$ cat src/guard_pkg.sv
// Shared constants for the password access guard and its link master.
package guard_pkg;

	// Link command codes, sent least significant bit first.
	localparam logic [7:0] CMD_WRITE_SP = 8'h0F;
	localparam logic [7:0] CMD_READ_SP = 8'hAA;
	localparam logic [7:0] CMD_COPY_SP = 8'h99;
	localparam logic [7:0] CMD_READ_MEM = 8'h69;
	localparam logic [7:0] CMD_CLEAR_MEM = 8'h96;
	localparam logic [7:0] CMD_START = 8'hCC;
	localparam logic [7:0] CMD_STOP = 8'h33;
	localparam logic [7:0] CMD_FORCE_CONV = 8'h55;

	// Field lengths on the link, in bits.
	localparam logic [6:0] LEN_CMD = 7'h08;
	localparam logic [6:0] LEN_ADDR = 7'h10;
	localparam logic [6:0] LEN_PWD = 7'h40;
	localparam logic [6:0] LEN_BYTE = 7'h08;

	// Device memory map.
	localparam logic [15:0] ADDR_COUNT_LO = 16'h0223;
	localparam logic [15:0] ADDR_COUNT_MID = 16'h0224;
	localparam logic [15:0] ADDR_COUNT_HI = 16'h0225;
	localparam logic [15:0] ADDR_VARIANT = 16'h0226;
	localparam logic [15:0] ADDR_PWEN = 16'h0227;
	localparam logic [15:0] ADDR_READ_PW = 16'h0228;
	localparam logic [15:0] ADDR_FULL_PW = 16'h0230;

	// Checking pattern, reset values and scratchpad limits.
	localparam logic [7:0] PWEN_PATTERN = 8'hAA;
	localparam logic [7:0] PWEN_RESET = 8'h00;
	localparam logic [63:0] SECRET_RESET = 64'h0000000000000000;
	localparam logic [23:0] COUNT_RESET = 24'h000000;
	localparam logic [23:0] COUNT_MAX = 24'hFFFFFF;
	localparam logic [4:0] SP_LAST = 5'h1F;
	localparam logic [7:0] IDLE_BYTE = 8'hFF;
	// Arbitrary neutral value, not tied to any real part.
	localparam logic [7:0] VARIANT_DEFAULT = 8'h5A;

	// Link master register offsets (Avalon word addresses).
	localparam logic [1:0] HOST_CTRL = 2'h0;
	localparam logic [1:0] HOST_DATA = 2'h1;
	localparam logic [1:0] HOST_STAT = 2'h2;
	// Control word fields.
	localparam int CTRL_OP_LSB = 0;
	localparam int CTRL_NB_LSB = 8;
	localparam logic [1:0] OP_LINK_RESET = 2'h0;
	localparam logic [1:0] OP_SEND_BITS = 2'h1;
	localparam logic [1:0] OP_READ_BYTE = 2'h2;

endpackage : guard_pkg

$ cat src/guard_link_if.sv
// Link between the link master and the guarded device.
`timescale 1ns/10ps
interface guard_link_if;
	logic link_rst;
	logic bit_stb;
	logic bit_val;
	logic byte_req;
	logic byte_stb;
	logic [7:0] byte_val;

	modport dev (
		input link_rst,
		input bit_stb,
		input bit_val,
		input byte_req,
		output byte_stb,
		output byte_val
	);

	modport host (
		output link_rst,
		output bit_stb,
		output bit_val,
		output byte_req,
		input byte_stb,
		input byte_val
	);
endinterface : guard_link_if

$ cat src/bit_collector.sv
// Serial field collector, least significant bit first.
`timescale 1ns/10ps
module bit_collector (
	input wire logic sys_clk,
	input wire logic nrst,
	input wire logic clr,
	input wire logic stb,
	input wire logic bit_in,
	input wire logic [6:0] len,
	output logic last,
	output logic [63:0] word
);
	logic [63:0] sh;
	logic [6:0] cnt;
	logic [63:0] merged;

	// The last bit is merged combinationally so the next field can
	// start on the very next cycle without a gap.
	assign merged = {bit_in, sh[63:1]};
	assign last = stb && (cnt == len - 7'h01);
	assign word = merged >> (7'h40 - len);

	// Shift and count; a link reset drops any partial field.
	always_ff @(posedge sys_clk or negedge nrst) begin
		if (!nrst) begin
			sh <= 64'h0000000000000000;
			cnt <= 7'h00;
		end else if (clr) begin
			cnt <= 7'h00;
		end else if (stb) begin
			sh <= merged;
			cnt <= last ? 7'h00 : cnt + 7'h01;
		end
	end
endmodule : bit_collector

$ cat src/guard_device.sv
// Device end: password guarded commands, variant code and samples counter.
//
// Our own choice: the guard_link_if serial link port.
`timescale 1ns/10ps
module guard_device
	import guard_pkg::*;
#(
	parameter logic [7:0] VARIANT = VARIANT_DEFAULT
) (
	input wire logic sys_clk,
	input wire logic nrst,
	guard_link_if.dev link,
	input wire logic sample_tick,
	input wire logic alarm_test_tick,
	input wire logic start_on_alarm_select,
	output logic mission_active_flag,
	output logic [23:0] samples_count,
	output logic mem_clear_pulse,
	output logic cmd_reject
);
	typedef enum logic [2:0] {
		ST_CMD = 3'h0,
		ST_ADDR = 3'h1,
		ST_PWD = 3'h3,
		ST_XFER = 3'h2,
		ST_HALT = 3'h6
	} dev_state_e;

	dev_state_e state;
	logic [7:0] cmd, pwen, cmd_now;
	logic [15:0] ta, ptr;
	logic [4:0] ofs, end_ofs;
	logic [7:0] sp [32];
	logic [63:0] read_secret, full_secret, word;
	logic [6:0] len;
	logic sp_full, last, rx_stb, checking, full_ok, pwd_ok, pwd_done;
	logic go_copy, go_clear, go_start, go_stop, go_force;

	// Field length follows the phase the command is in.
	always_comb begin
		unique case (state)
			ST_CMD: len = LEN_CMD;
			ST_ADDR: len = LEN_ADDR;
			ST_PWD: len = LEN_PWD;
			default: len = LEN_BYTE;
		endcase
	end

	// A halted device ignores all link bits.
	assign rx_stb = link.bit_stb && (state != ST_HALT);

	bit_collector u_rx (
		.sys_clk(sys_clk),
		.nrst(nrst),
		.clr(link.link_rst),
		.stb(rx_stb),
		.bit_in(link.bit_val),
		.len(len),
		.last(last),
		.word(word)
	);

	// Password decision, made only once all 64 bits have arrived.
	assign cmd_now = word[7:0];
	assign checking = (pwen == PWEN_PATTERN);
	assign full_ok = !checking || (word == full_secret);
	assign pwd_ok = full_ok
		|| (cmd == CMD_READ_MEM && word == read_secret);
	assign pwd_done = last && (state == ST_PWD);
	assign go_copy = pwd_done && pwd_ok && (cmd == CMD_COPY_SP);
	assign go_clear = pwd_done && pwd_ok && (cmd == CMD_CLEAR_MEM);
	assign go_start = pwd_done && pwd_ok && (cmd == CMD_START);
	assign go_stop = pwd_done && pwd_ok && (cmd == CMD_STOP);
	// Forced conversion runs straight from the command code.
	assign go_force = last && (state == ST_CMD)
		&& (cmd_now == CMD_FORCE_CONV);

	// Command sequencing.
	always_ff @(posedge sys_clk or negedge nrst) begin
		if (!nrst) begin
			state <= ST_HALT;
			cmd <= 8'h00;
		end else if (link.link_rst) begin
			state <= ST_CMD;
		end else if (last) begin
			unique case (state)
				ST_CMD: begin
					cmd <= cmd_now;
					if (cmd_now == CMD_WRITE_SP
						|| cmd_now == CMD_READ_MEM) begin
						state <= ST_ADDR;
					end else if (cmd_now == CMD_READ_SP) begin
						state <= ST_XFER;
					end else if (cmd_now == CMD_COPY_SP
						|| cmd_now == CMD_CLEAR_MEM
						|| cmd_now == CMD_START
						|| cmd_now == CMD_STOP) begin
						state <= ST_PWD;
					end else begin
						state <= ST_HALT;
					end
				end
				ST_ADDR: begin
					state <= (cmd == CMD_READ_MEM) ? ST_PWD : ST_XFER;
				end
				ST_PWD: begin
					// Only a granted read keeps the link open.
					state <= (pwd_ok && cmd == CMD_READ_MEM)
						? ST_XFER : ST_HALT;
				end
				ST_XFER: state <= ST_XFER;
				ST_HALT: state <= ST_HALT;
			endcase
		end
	end

	// Target address, read pointer and scratchpad fill.
	always_ff @(posedge sys_clk or negedge nrst) begin
		if (!nrst) begin
			ta <= 16'h0000;
			ptr <= 16'h0000;
			ofs <= 5'h00;
			end_ofs <= 5'h00;
			sp_full <= 1'b0;
		end else if (last && state == ST_CMD && cmd_now == CMD_READ_SP) begin
			ofs <= ta[4:0];
		end else if (last && state == ST_ADDR) begin
			ta <= word[15:0];
			ptr <= word[15:0];
			ofs <= word[4:0];
			if (cmd == CMD_WRITE_SP) begin
				sp_full <= 1'b0;
				end_ofs <= word[4:0];
			end
		end else if (state == ST_XFER && cmd == CMD_WRITE_SP) begin
			// Bytes past the page end are dropped, not wrapped.
			if (last && !sp_full) begin
				end_ofs <= ofs;
				ofs <= ofs + 5'h01;
				sp_full <= (ofs == SP_LAST);
			end
		end else if (state == ST_XFER && link.byte_req) begin
			ofs <= ofs + 5'h01;
			ptr <= ptr + 16'h0001;
		end
	end

	// Scratchpad storage.
	always_ff @(posedge sys_clk) begin
		if (state == ST_XFER && cmd == CMD_WRITE_SP && last && !sp_full) begin
			sp[ofs] <= cmd_now;
		end
	end

	// Copy into the enable byte and both secrets, one cycle for the page.
	always_ff @(posedge sys_clk or negedge nrst) begin
		logic [15:0] a;
		int k;
		if (!nrst) begin
			pwen <= PWEN_RESET;
			read_secret <= SECRET_RESET;
			full_secret <= SECRET_RESET;
		end else if (go_copy && end_ofs == SP_LAST) begin
			for (int i = 0; i < 32; i++) begin
				a = {ta[15:5], 5'(i)};
				k = int'(a[2:0]);
				if (5'(i) >= ta[4:0] && !mission_active_flag) begin
					if (a == ADDR_PWEN) begin
						pwen <= sp[i];
					end
					if (a[15:3] == ADDR_READ_PW[15:3]) begin
						read_secret[k*8 +: 8] <= sp[i];
					end
					if (a[15:3] == ADDR_FULL_PW[15:3]) begin
						full_secret[k*8 +: 8] <= sp[i];
					end
				end
			end
		end
	end

	// Command outcomes: mission flag, clear strobe, mismatch report.
	always_ff @(posedge sys_clk or negedge nrst) begin
		if (!nrst) begin
			mission_active_flag <= 1'b0;
			mem_clear_pulse <= 1'b0;
			cmd_reject <= 1'b0;
		end else begin
			mem_clear_pulse <= go_clear;
			cmd_reject <= pwd_done && !pwd_ok;
			if (go_start) begin
				mission_active_flag <= 1'b1;
			end else if (go_stop) begin
				mission_active_flag <= 1'b0;
			end
		end
	end

	// Lifetime counter. It saturates rather than wrapping so an old
	// part never looks fresh; two wake-ups in one cycle add only one.
	always_ff @(posedge sys_clk or negedge nrst) begin
		logic [1:0] inc;
		logic [24:0] sum;
		if (!nrst) begin
			samples_count <= COUNT_RESET;
		end else begin
			inc = 2'h0;
			if (mission_active_flag && (sample_tick
				|| (alarm_test_tick && start_on_alarm_select))) begin
				inc = inc + 2'h1;
			end
			if (go_force && !mission_active_flag) begin
				inc = inc + 2'h1;
			end
			sum = {1'b0, samples_count} + {23'h000000, inc};
			samples_count <= sum[24] ? COUNT_MAX : sum[23:0];
		end
	end

	// Memory byte as seen by a read; secrets always read as zero.
	function automatic logic [7:0] mem_byte(input logic [15:0] a);
		unique case (a)
			ADDR_COUNT_LO: mem_byte = samples_count[7:0];
			ADDR_COUNT_MID: mem_byte = samples_count[15:8];
			ADDR_COUNT_HI: mem_byte = samples_count[23:16];
			ADDR_VARIANT: mem_byte = VARIANT;
			ADDR_PWEN: mem_byte = pwen;
			default: mem_byte = 8'h00;
		endcase
	endfunction : mem_byte

	// Byte answers: one cycle after each request, idle byte when no
	// read is open so the master never waits forever.
	always_ff @(posedge sys_clk or negedge nrst) begin
		if (!nrst) begin
			link.byte_stb <= 1'b0;
			link.byte_val <= IDLE_BYTE;
		end else begin
			link.byte_stb <= link.byte_req;
			if (link.byte_req) begin
				if (state == ST_XFER && cmd == CMD_READ_MEM) begin
					link.byte_val <= mem_byte(ptr);
				end else if (state == ST_XFER && cmd == CMD_READ_SP) begin
					link.byte_val <= sp[ofs];
				end else begin
					link.byte_val <= IDLE_BYTE;
				end
			end
		end
	end
endmodule : guard_device

$ cat src/flat_wrapper.sv
// flat-port wrapper written by rule: the top's interface ports become plain ports
module guard_device_flat import guard_pkg::*;
#(
	parameter logic [7:0] VARIANT = VARIANT_DEFAULT
)
  (sys_clk, nrst, sample_tick, alarm_test_tick, start_on_alarm_select, mission_active_flag, samples_count, mem_clear_pulse, cmd_reject, link_link_rst, link_bit_stb, link_bit_val, link_byte_req, link_byte_stb, link_byte_val);
  guard_link_if link_i ();
  input wire logic sys_clk;
  input wire logic nrst;
  input wire logic sample_tick;
  input wire logic alarm_test_tick;
  input wire logic start_on_alarm_select;
  output logic mission_active_flag;
  output logic [23:0] samples_count;
  output logic mem_clear_pulse;
  output logic cmd_reject;
  input wire logic [$bits(link_i.link_rst)-1:0] link_link_rst;
  input wire logic [$bits(link_i.bit_stb)-1:0] link_bit_stb;
  input wire logic [$bits(link_i.bit_val)-1:0] link_bit_val;
  input wire logic [$bits(link_i.byte_req)-1:0] link_byte_req;
  output wire logic [$bits(link_i.byte_stb)-1:0] link_byte_stb;
  output wire logic [$bits(link_i.byte_val)-1:0] link_byte_val;
  assign link_i.link_rst = link_link_rst;
  assign link_i.bit_stb = link_bit_stb;
  assign link_i.bit_val = link_bit_val;
  assign link_i.byte_req = link_byte_req;
  assign link_byte_stb = link_i.byte_stb;
  assign link_byte_val = link_i.byte_val;
  guard_device #(.VARIANT(VARIANT)) u_core (.sys_clk(sys_clk), .nrst(nrst), .link(link_i), .sample_tick(sample_tick), .alarm_test_tick(alarm_test_tick), .start_on_alarm_select(start_on_alarm_select), .mission_active_flag(mission_active_flag), .samples_count(samples_count), .mem_clear_pulse(mem_clear_pulse), .cmd_reject(cmd_reject));
endmodule
$ cat config.mk
export PLATFORM = sky130hd
export DESIGN_NAME = guard_device_flat
export DESIGN_NICKNAME = d
export VERILOG_FILES = /design/src/guard_pkg.sv /design/src/guard_link_if.sv /design/src/bit_collector.sv /design/src/guard_device.sv /design/src/flat_wrapper.sv
export SDC_FILE = /design/constraint.sdc
export NUM_CORES = 1
export LEC_CHECK = 0
export ABC_AREA = 1
export ABC_CLOCK_PERIOD_IN_PS = 9400
export BUFFER_PORTS_ARGS = -buffer_cell sky130_fd_sc_hd__buf_2
export CORE_UTILIZATION = 61
export DETAILED_ROUTE_END_ITERATION = 12
export GPL_ROUTABILITY_DRIVEN = 0
export GPL_TIMING_DRIVEN = 0
export PLACE_DENSITY = 0.74
export SYNTH_ARGS = -nofsm -noshare
export SYNTH_HDL_FRONTEND = slang
export SYNTH_HIERARCHICAL = 1
export SYNTH_SLANG_ARGS = --single-unit
$ cat constraint.sdc
create_clock -name sys_clk -period 9.4 [get_ports sys_clk]
set_input_delay 2.35 -clock sys_clk [delete_from_list [all_inputs] [get_ports sys_clk]]
set_output_delay 2.35 -clock sys_clk [all_outputs]
set_load 0.01 [all_outputs]
After elaboration in Yosys (flattened, before gate mapping) --
Memories as Yosys holds them, arrays and structs flattened. A register that Yosys moved wholly into a read port is not among the register bits. Index checks and enable logic that the tools add are counted.
Word-level totals: output and inout port bits 36, memory bits (writable) 256, register bits 161, memories 1, logic and storage cells 218
Operators by class: bitwise gates (word level) 2, equality and inequality tests 35, shift operators 1, magnitude comparators 17, muxes and demuxes 38, reduce and logical (&&, ||, !) cells 102, add/sub/neg operators 7
Memories:
- u_core.sp | words 32, width 8, read ports 18, clocked after Yosys merged registers in 17, write ports 1, line guard_device.sv:33 | logic [7:0] sp [32];
Operator list (number):
- 64-bit equality test | 2
- 16-bit by 10-bit equality test with 1-bit output, second input constant | 5
- 8-bit equality test, second input constant | 9
- 64-bit by 7-bit right shift with 64-bit output | 1
- 3-bit AND reduction | 19
- 16-bit 2-to-1 mux | 3
- 5-bit 2-to-1 mux | 9
- 1-bit logical AND | 43
- 4-bit by 5-bit greater-or-equal comparator with 1-bit output, first input constant | 8
- 5-bit greater-or-equal comparator, first input constant | 8
- 8-bit one-hot mux with 5 select lines | 1
- 24-bit by 2-bit adder with 25-bit output | 1
- 8-bit by 7-bit equality test with 1-bit output, second input constant | 3
- 24-bit 2-to-1 mux | 1
- 1-bit logical NOT | 21
- 7-bit 2-to-1 mux | 3
- 3-bit 2-to-1 mux | 6
- 16-bit by 1-bit adder with 16-bit output, second input constant | 1
- 8-bit by 4-bit equality test with 1-bit output, second input constant | 2
- 8-bit by 6-bit equality test with 1-bit output, second input constant | 2
- 8-bit 2-to-1 mux | 2
- 3-bit one-hot mux with 5 select lines | 1
- 7-bit one-hot mux with 2 select lines | 1
- 2-bit nonzero test | 6
- other kinds (24) | 44

Depth between registers and ports, before layout --
Gate-level depths: netlist of run 1.
word-level depth 14, depth in mapped cells 35, mapped depth without buffers 32

Hierarchy --
Netlist of run 1, hierarchy kept.
Modules (own cells, without submodules):
- guard_device | area each 23281.1 um^2, instances 1, cells an instance 2655
- bit_collector | area each 7310.8 um^2, instances 1, cells an instance 1307

Worst setup path before layout of run 1 --
OpenSTA, ideal clock, no wires.
kind input-to-reg, start input port link_bit_val, end register u_core.samples_count[21], slack 3941 ps, data required time 9327 ps, data arrival time 5386 ps, library setup time 73 ps, cell stages on the path 25, path through nand2_1 > nor2_1 > nand2_1 > inv_1 > nand2_1 > nand3_1 > nand3_1 > nand2_1 > inv_1 > nand3_1 > inv_1 > nand4_1 > mux2i_1 > ha_1 > nand2_1 > inv_1 > o21ai_0 > nor2_1 > nand3_1 > inv_1 > nand2_1 > nor3_1 > nand3_1 > or2_2 > nand3_1
On the way: longest elaborated chain between the ends 7
Ends and longest elaborated chain:
- from (decl) | line flat_wrapper.sv:19 | input wire logic [$bits(link_i.bit_val)-1:0] link_bit_val;
- 64-bit by 7-bit right shift with 64-bit output | line bit_collector.sv:21 | assign word = merged >> (7'h40 - len);
- named net u_core.word[7] | line guard_device.sv:34 | logic [63:0] read_secret, full_secret, word;
- 8-bit by 7-bit equality test with 1-bit output | line guard_device.sv:76 | && (cmd_now == CMD_FORCE_CONV);
- 1-bit logical AND | line guard_device.sv:76
- 1-bit logical AND | line guard_device.sv:212 | if (go_force && !mission_active_flag) begin
- 2-bit 2-to-1 mux | line guard_device.sv:212
- 24-bit by 2-bit adder with 25-bit output | line guard_device.sv:215 | sum = {1'b0, samples_count} + {23'h000000, inc};
- 24-bit 2-to-1 mux | line guard_device.sv:216 | samples_count <= sum[24] ? COUNT_MAX : sum[23:0];
- to (signal assigned) | line guard_device.sv:216
- to (decl) | line guard_device.sv:17 | output logic [23:0] samples_count,
The timed path passes the listed nets, and every way through them passes these cells. A chain may end at the register's enable or synchronous reset.

Final worst setup path of run 1 --
start register u_core.state[0], end register u_core.samples_count[21]
On the way: elaborated cells between the ends (all ways) 18, classes of those cells add/sub (3); eq/ne (5); shift (1); mux (3); reduce/logical (6)
RTL lines:
- from (decl) | line guard_device.sv:29 | dev_state_e state;
- from (signal assigned) | line guard_device.sv:104 | state <= (cmd == CMD_READ_MEM) ? ST_PWD : ST_XFER;
- from (signal assigned) | line guard_device.sv:108 | state <= (pwd_ok && cmd == CMD_READ_MEM)
- 3-bit by 2-bit equality test with 1-bit output / 3-bit by 1-bit equality test with 1-bit output (equally long branches) | line guard_device.sv:41 | unique case (state)
- 7-bit one-hot mux with 2 select lines (*) | line guard_device.sv:41
- named net u_core.len[3] | line guard_device.sv:35 | logic [6:0] len;
- 7-bit subtractor (*) | line bit_collector.sv:21
- 64-bit by 7-bit right shift with 64-bit output (*) | line bit_collector.sv:21
- named net u_core.word[4] | line guard_device.sv:34
- 8-bit by 7-bit equality test with 1-bit output (*) | line guard_device.sv:76
- 1-bit logical AND (*) | line guard_device.sv:76
- 1-bit logical AND (*) | line guard_device.sv:212
- 2-bit 2-to-1 mux (*) | line guard_device.sv:212
- 24-bit by 2-bit adder with 25-bit output (*) | line guard_device.sv:215
- 24-bit 2-to-1 mux (*) | line guard_device.sv:216
The timed path passes the listed nets; every way through them passes the cells marked *.

==> impl_metrics.ini, run 1 <==
[run_status]
status = finished clean

[logic_synthesis]
synth_area_per_cell_um2 = 7.72
syn_area_um2 = 30600
synth_cell_types = 53
synth_seq_area_share_pct = 49.4
yosys_most_used_dff = dfrtp_1
synth-edff-count = 256
ys_warn_count = 6
async_reset_ff_share_pct = 53.6
ys_seq_elements = 552
syn_inst = 3962

[timing]
drv_slew = 0
slew_headroom_pct = 8.25
skew_ns = 0.0332
min_period_over_period_pct = 64.9
min_period_ns = 6.10
hold_viol_final = 0
rsz0062_at_grt = false
setup_tns_ns = 0
hold_slack_ns = 0.471
fmax_mhz = 164
setup_slack_ns = 3.30
tightest_slew_ns = 1.37
setup_violations = 0

[route]
drt_iter0_markers = 4519
via_per_inst = 6.03
wl_met3_um = 13000
drtAntennaViolNets = 0
firstDrtPassIters = 6
totalWireLength_um = 102000
drc = 0
vias = 28908
dr_wl_met2_um = 43100
top_layer = met4
m1WireLength_um = 40000
wl_per_cell_um = 21.3

[cts]
clock_sinks = 552
ctsHoldBuffers = 0
cts_tree = yes
cts_resized = 0
worst_skew_pair.late_latency_ns = 0.65
numCtsBuffers = 57
cts_setup_buffers = 0
cts-root-buf = clkbuf_16
cts_buffer_depth = 3
clk_pin_slew_ns = 0.07
htreeDepth = 2

[pwr]
pwr_density_cell_nw_per_um2 = 188
p_leak_nw = 15.7
p_int_mw = 4.27
p_switching_mw = 2.05
netSwitchingFraction_pct = 32.5
peakVddDrop_mv = 0.179
comb_power_share_pct = 21.7
pwr-share-seq_pct = 42.9
power_frac_clock_pct = 35.5

[finish]
multi_input_area_um2 = 13700
final_nets = 4108
mostFrequentLayoutCells = 1491 x nand2_1, 476 x nand3_1, 402 x nor2_1
drive_gt1_share_pct = 7.09
regArea_um2 = 15100
finish.utilization_pct = 68.4
postLayoutCellArea_um2 = 33700
fillers = 4244
final_common_cell = nand2_1
area_growth_pct = 10.2

[worst_setup_path]
worst-setup-path-type = reg2reg
cpMaxStageDelayCell = nand2_2
arrival_ns = 6.65
crit_buf_inv = 7
worstPathRequired_ns = 9.95
crit_family = simple AND/OR/NAND/NOR gates
critPathLaunchType = flip-flop
end_kind = flip-flop
cpPeakStageDelay_ns = 0.74
cp_max_fo = 36

[global_routing]
grt_pass1_wl_um = 154000
grt_max_degree = 113
grt_antenna_before_repair = 0
grt-ovfl-total = 0
globalRouteTotalUtil_pct = 40.6
grt_pass1_vias = 25923

[die]
dieArea_um2 = 51100
core-area_um2 = 49300
rows = 81
start_util_pct = 62.1
ioPinCount = 45
die_h_um = 226
die_x_um = 226

[placement]
portBuffers = 44
place_hpwl_um = 75500
preCtsSetupSlack_ns = 3.10
placed_area_um2 = 31900

[job]
cap_viol_max_count = 0

[worst_hold_path]
hp-class = reg2reg
power by group through the flow:
stage,registers (mW),clock network [mW],logic (mW)
finish,2.71,2.24,1.37
global route,2.72,2.36,1.45
CTS,2.71,2.26,1.27
detailed placement,2.75,0,1.27
global placement,2.76,0,1.24
floorplan,2.74,0,0.790
Yosys cell counts (all sizes together), types with 4 or more instances:
cell type  instances  area (um^2)
dfrtp            286         7160
or2               10         62.6
mux2i              5         50.1
nand4             64          536
o21ai            216         1080
nand3b             5         37.5
nor4              15          100
ha                14          175
xnor2             44          385
inv              264          993
clkbuf            85          322
edfxtp           256         7690
nand2           1503         5650
o22ai             67          419
dfstp             10          263
a31oi              4         25.0
nand3            478         2400
buf               75          487
nor2             420         1770
xor2              39          368
a21oi             46          238
nor3              33          205
flip-flops by register name (all words and copies together) (netlist names):
register / count
u_core/mission_active_flag: 1
u_core/link.byte_val: 8
u_core/sp: 256
u_core/ptr: 16
u_core/u_rx/cnt: 7
u_core/read_secret: 64
u_core/sp_full: 1
u_core/end_ofs: 5
u_core/u_rx/sh: 63
u_core/ofs: 5
u_core/mem_clear_pulse: 1
u_core/full_secret: 64
u_core/cmd_reject: 1
u_core/pwen: 8
u_core/ta: 16
u_core/link.byte_stb: 1
u_core/samples_count: 24
u_core/cmd: 8
u_core/state: 3
worst min-delay path: cells and delay by family, from the launching register on:
kind,cells,cell delay [ns]
and+or+nand+nor,2,0.11
DFF,1,0.34
through the flow:
stage / std cells / total power, mW
final: 4798 / 6.32
after global routing: 4795 / 6.53
after CTS: 4795 / 6.24
after detailed placement: 4689 / 4.02
after global placement: 4683 / 4.00
after floorplan: 3975 / 3.53
routing by layer:
metal  up-vias  global-route usage, %
li1      13223                      -
met1     13339                   55.8
met2      1955                   59.1
met3       391                   9.99
met4         0                   22.2
met5         -                      0
path summary, 6_finish.rpt:
| kind | from | end | slack (ns) | cells past startpoint |
|---|---|---|---|---|
| max | u_core/state[0] | u_core/samples_count[21] | 3.30 | 29 |
| min | u_core/sp[23][7] | u_core/full_secret[63] | 0.47 | 2 |
| max reg2reg | u_core/state[0] | u_core/samples_count[21] | 3.30 | 29 |
| min reg2reg | u_core/sp[23][7] | u_core/full_secret[63] | 0.47 | 2 |
| max in group asynchronous | nrst | u_core/read_secret[27] | 6.71 | 2 |
| min in group asynchronous | nrst | u_core/u_rx/sh[33] | 1.68 | 1 |
final cells by class:
| class | count | share of cell area, % |
|---|---|---|
| Multi-Input combinational cell | 2998 | 40.8 |
| Inverter | 265 | 2.96 |
| Timing Repair Buffer | 50 | 1.08 |
| Antenna cell | 3 | 0.0223 |
| Clock buffer | 74 | 4.57 |
| Sequential cell | 552 | 44.8 |
| Buffer | 160 | 2.40 |
| Tap cell | 664 | 2.46 |
| Clock inverter | 32 | 0.902 |
cell families (layout without fill, tap and decap cells):
logic type	Yosys count	count (layout)	synth area share, %
xor gates and xnor gates	83	83	2.46
and+or+nand+nor	2533	2533	35.3
muxes	5	5	0.164
adders and majority gates	15	15	0.638
buffers and inverters	425	581	5.90
DFF	552	552	49.4
AOI/OAI and AO/OA	348	348	6.15
other	1	17	0.0123
Note: power is estimated with default switching activity, not from simulation.
==> run 2: changes to the inputs <==
ABC_CLOCK_PERIOD_IN_PS = 5070   (was 9400)
CORE_UTILIZATION = 58   (was 61)
PLACE_DENSITY = 0.73   (was 0.74)
clock period = 5.07 ns   (was 9.4 ns; I/O delays follow)
==> impl_metrics.ini, run 2 (synthesis gave the netlist of run 1 again) <==
[timing]
hold_slack_ns = 0.464
slew_headroom_pct = 14.0
hold_viol_final = 0
min_period_over_period_pct = 94.7
setup_violations = 0
skew_ns = 0.0644
min_period_ns = 4.80
fmax_mhz = 208
drv_slew = 0
setup_tns_ns = 0
tightest_slew_ns = 1.28

[worst_setup_path]
cpPeakStageDelay_ns = 0.59
reg2reg_slack_ns = 0.27
cp_max_fo = 10
crit_family = simple AND/OR/NAND/NOR gates
cpMaxStageDelayCell = dfstp_2
cpMostUsedCell = nand3_1
critPathLaunchType = flip-flop
crit_buf_inv = 6
worst-setup-path-type = reg2reg
arrival_ns = 5.37
worstPathRequired_ns = 5.64
end_kind = flip-flop

[cts]
worst_skew_pair.late_latency_ns = 0.66
htreeDepth = 2
numCtsBuffers = 56
clock_sinks = 552
cts_buffer_depth = 3
cts_tree = yes
cts-root-buf = clkbuf_16
ctsHoldBuffers = 0
clk_pin_slew_ns = 0.06

[global_routing]
grt_pass1_wl_um = 156000
grt_max_degree = 111
use_met2_pct = 57.4
met3_usage_pct = 8.76
globalRouteTotalUtil_pct = 38.7
grt_antenna_before_repair = 0
gr-usage-met1_pct = 53.3
grt-busiest-layer = met2
grt_pass1_vias = 26354
grt-ovfl-total = 0

[finish]
drive_gt1_share_pct = 7.97
largestRegisters = u_core/sp: 256 flops, u_core/full_secret: 64 flops, u_core/read_secret: 64 flops
fillers = 4431
postLayoutCellArea_um2 = 34100
mostFrequentLayoutCells = 1489 x nand2_1, 469 x nand3_1, 395 x nor2_1
largest_register_ffs = 256
top_register = u_core/sp
finish.utilization_pct = 66.0
antennaDiodeCount = 0
final_common_cell = nand2_1
final_nets = 4120
area_growth_pct = 11.6

[placement]
portBuffers = 44
place_hpwl_um = 75800
placed_area_um2 = 31900

[route]
via_per_inst = 6.02
drtAntennaViolNets = 0
totalWireLength_um = 105000
firstDrtPassIters = 7
drt_iter0_markers = 4616
vias = 29019
wl_per_cell_um = 21.8
drc = 0

[worst_hold_path]
hp-class = reg2reg

[run_status]
status = finished clean

[die]
die_x_um = 232
rows = 83
dieArea_um2 = 53700
die_h_um = 232
ioPinCount = 45
core-area_um2 = 51700
start_util_pct = 59.2

[job]
cap_viol_max_count = 0

[pwr]
pwr_density_cell_nw_per_um2 = 349
p_leak_nw = 15.9
peakVddDrop_mv = 0.294
## run 2: final timing paths
check,startpoint,to,cells past startpoint
worst max-delay path,u_core/state[2],u_core/samples_count[21],26
worst min-delay path,u_core/sp[8][1],u_core/read_secret[1],2
worst max register to register,u_core/state[2],u_core/samples_count[21],26
worst min register to register,u_core/sp[8][1],u_core/read_secret[1],2
max in group asynchronous,nrst,u_core/full_secret[20],3
min in group asynchronous,nrst,u_core/u_rx/sh[54],1
## run 2: layer usage
layer  up-vias  routed length, um  part of all wire [%]
met5         -                  0                     0
met2      1922              44300                    42
li1      13256                  -                     -
met1     13436              40700                    39
met4         0               6310                   6.0
met3       405              13700                    13
## run 2: where the power goes
group	total, mW	internal (mW)	switching [mW]
clock network	4.30	2.46	1.85
registers	5.02	4.89	0.125
logic	2.61	0.690	1.92
total	11.9	8.04	3.89
## run 2: timing repair
item | CTS | global route
pin swaps | 2 | 11
gates resized for setup | 20 | 32
gates cloned | 1 | 2
buffers inserted | 2 | 11
setup endpoints to repair | 28 | 29
## run 2: worst register-to-register path, delay by kind of cell (launching register included)
kind                       cells  cell delay (ns)
adders and majority gates      1             0.24
buffers and inverters          6             0.92
DFF                            1             0.59
muxes                          1             0.26
AOI/OAI and AO/OA              1             0.10
and+or+nand+nor               17             2.65
## run 2: cell type report
class | instances | area, um^2 | share of cell area (%)
Timing Repair Buffer | 63 | 475 | 1.39
Tap cell | 680 | 851 | 2.49
Clock inverter | 37 | 428 | 1.25
Inverter | 265 | 1010 | 2.95
Multi-Input combinational cell | 3001 | 14000 | 41.0
Clock buffer | 67 | 1480 | 4.34
Sequential cell | 552 | 15100 | 44.3
Buffer | 157 | 808 | 2.37
## run 2: per-stage QoR
stage,setup WS [ns],power [mW],std cells
6_report,0.271,11.9,4822
5_1_grt,-0.0205,12.3,4822
4_1_cts,0.0441,11.7,4812
3_5_place_dp,-0.901,7.45,4705
3_3_place_gp,-2.98,7.40,4699
2_1_floorplan,0.460,6.55,3975
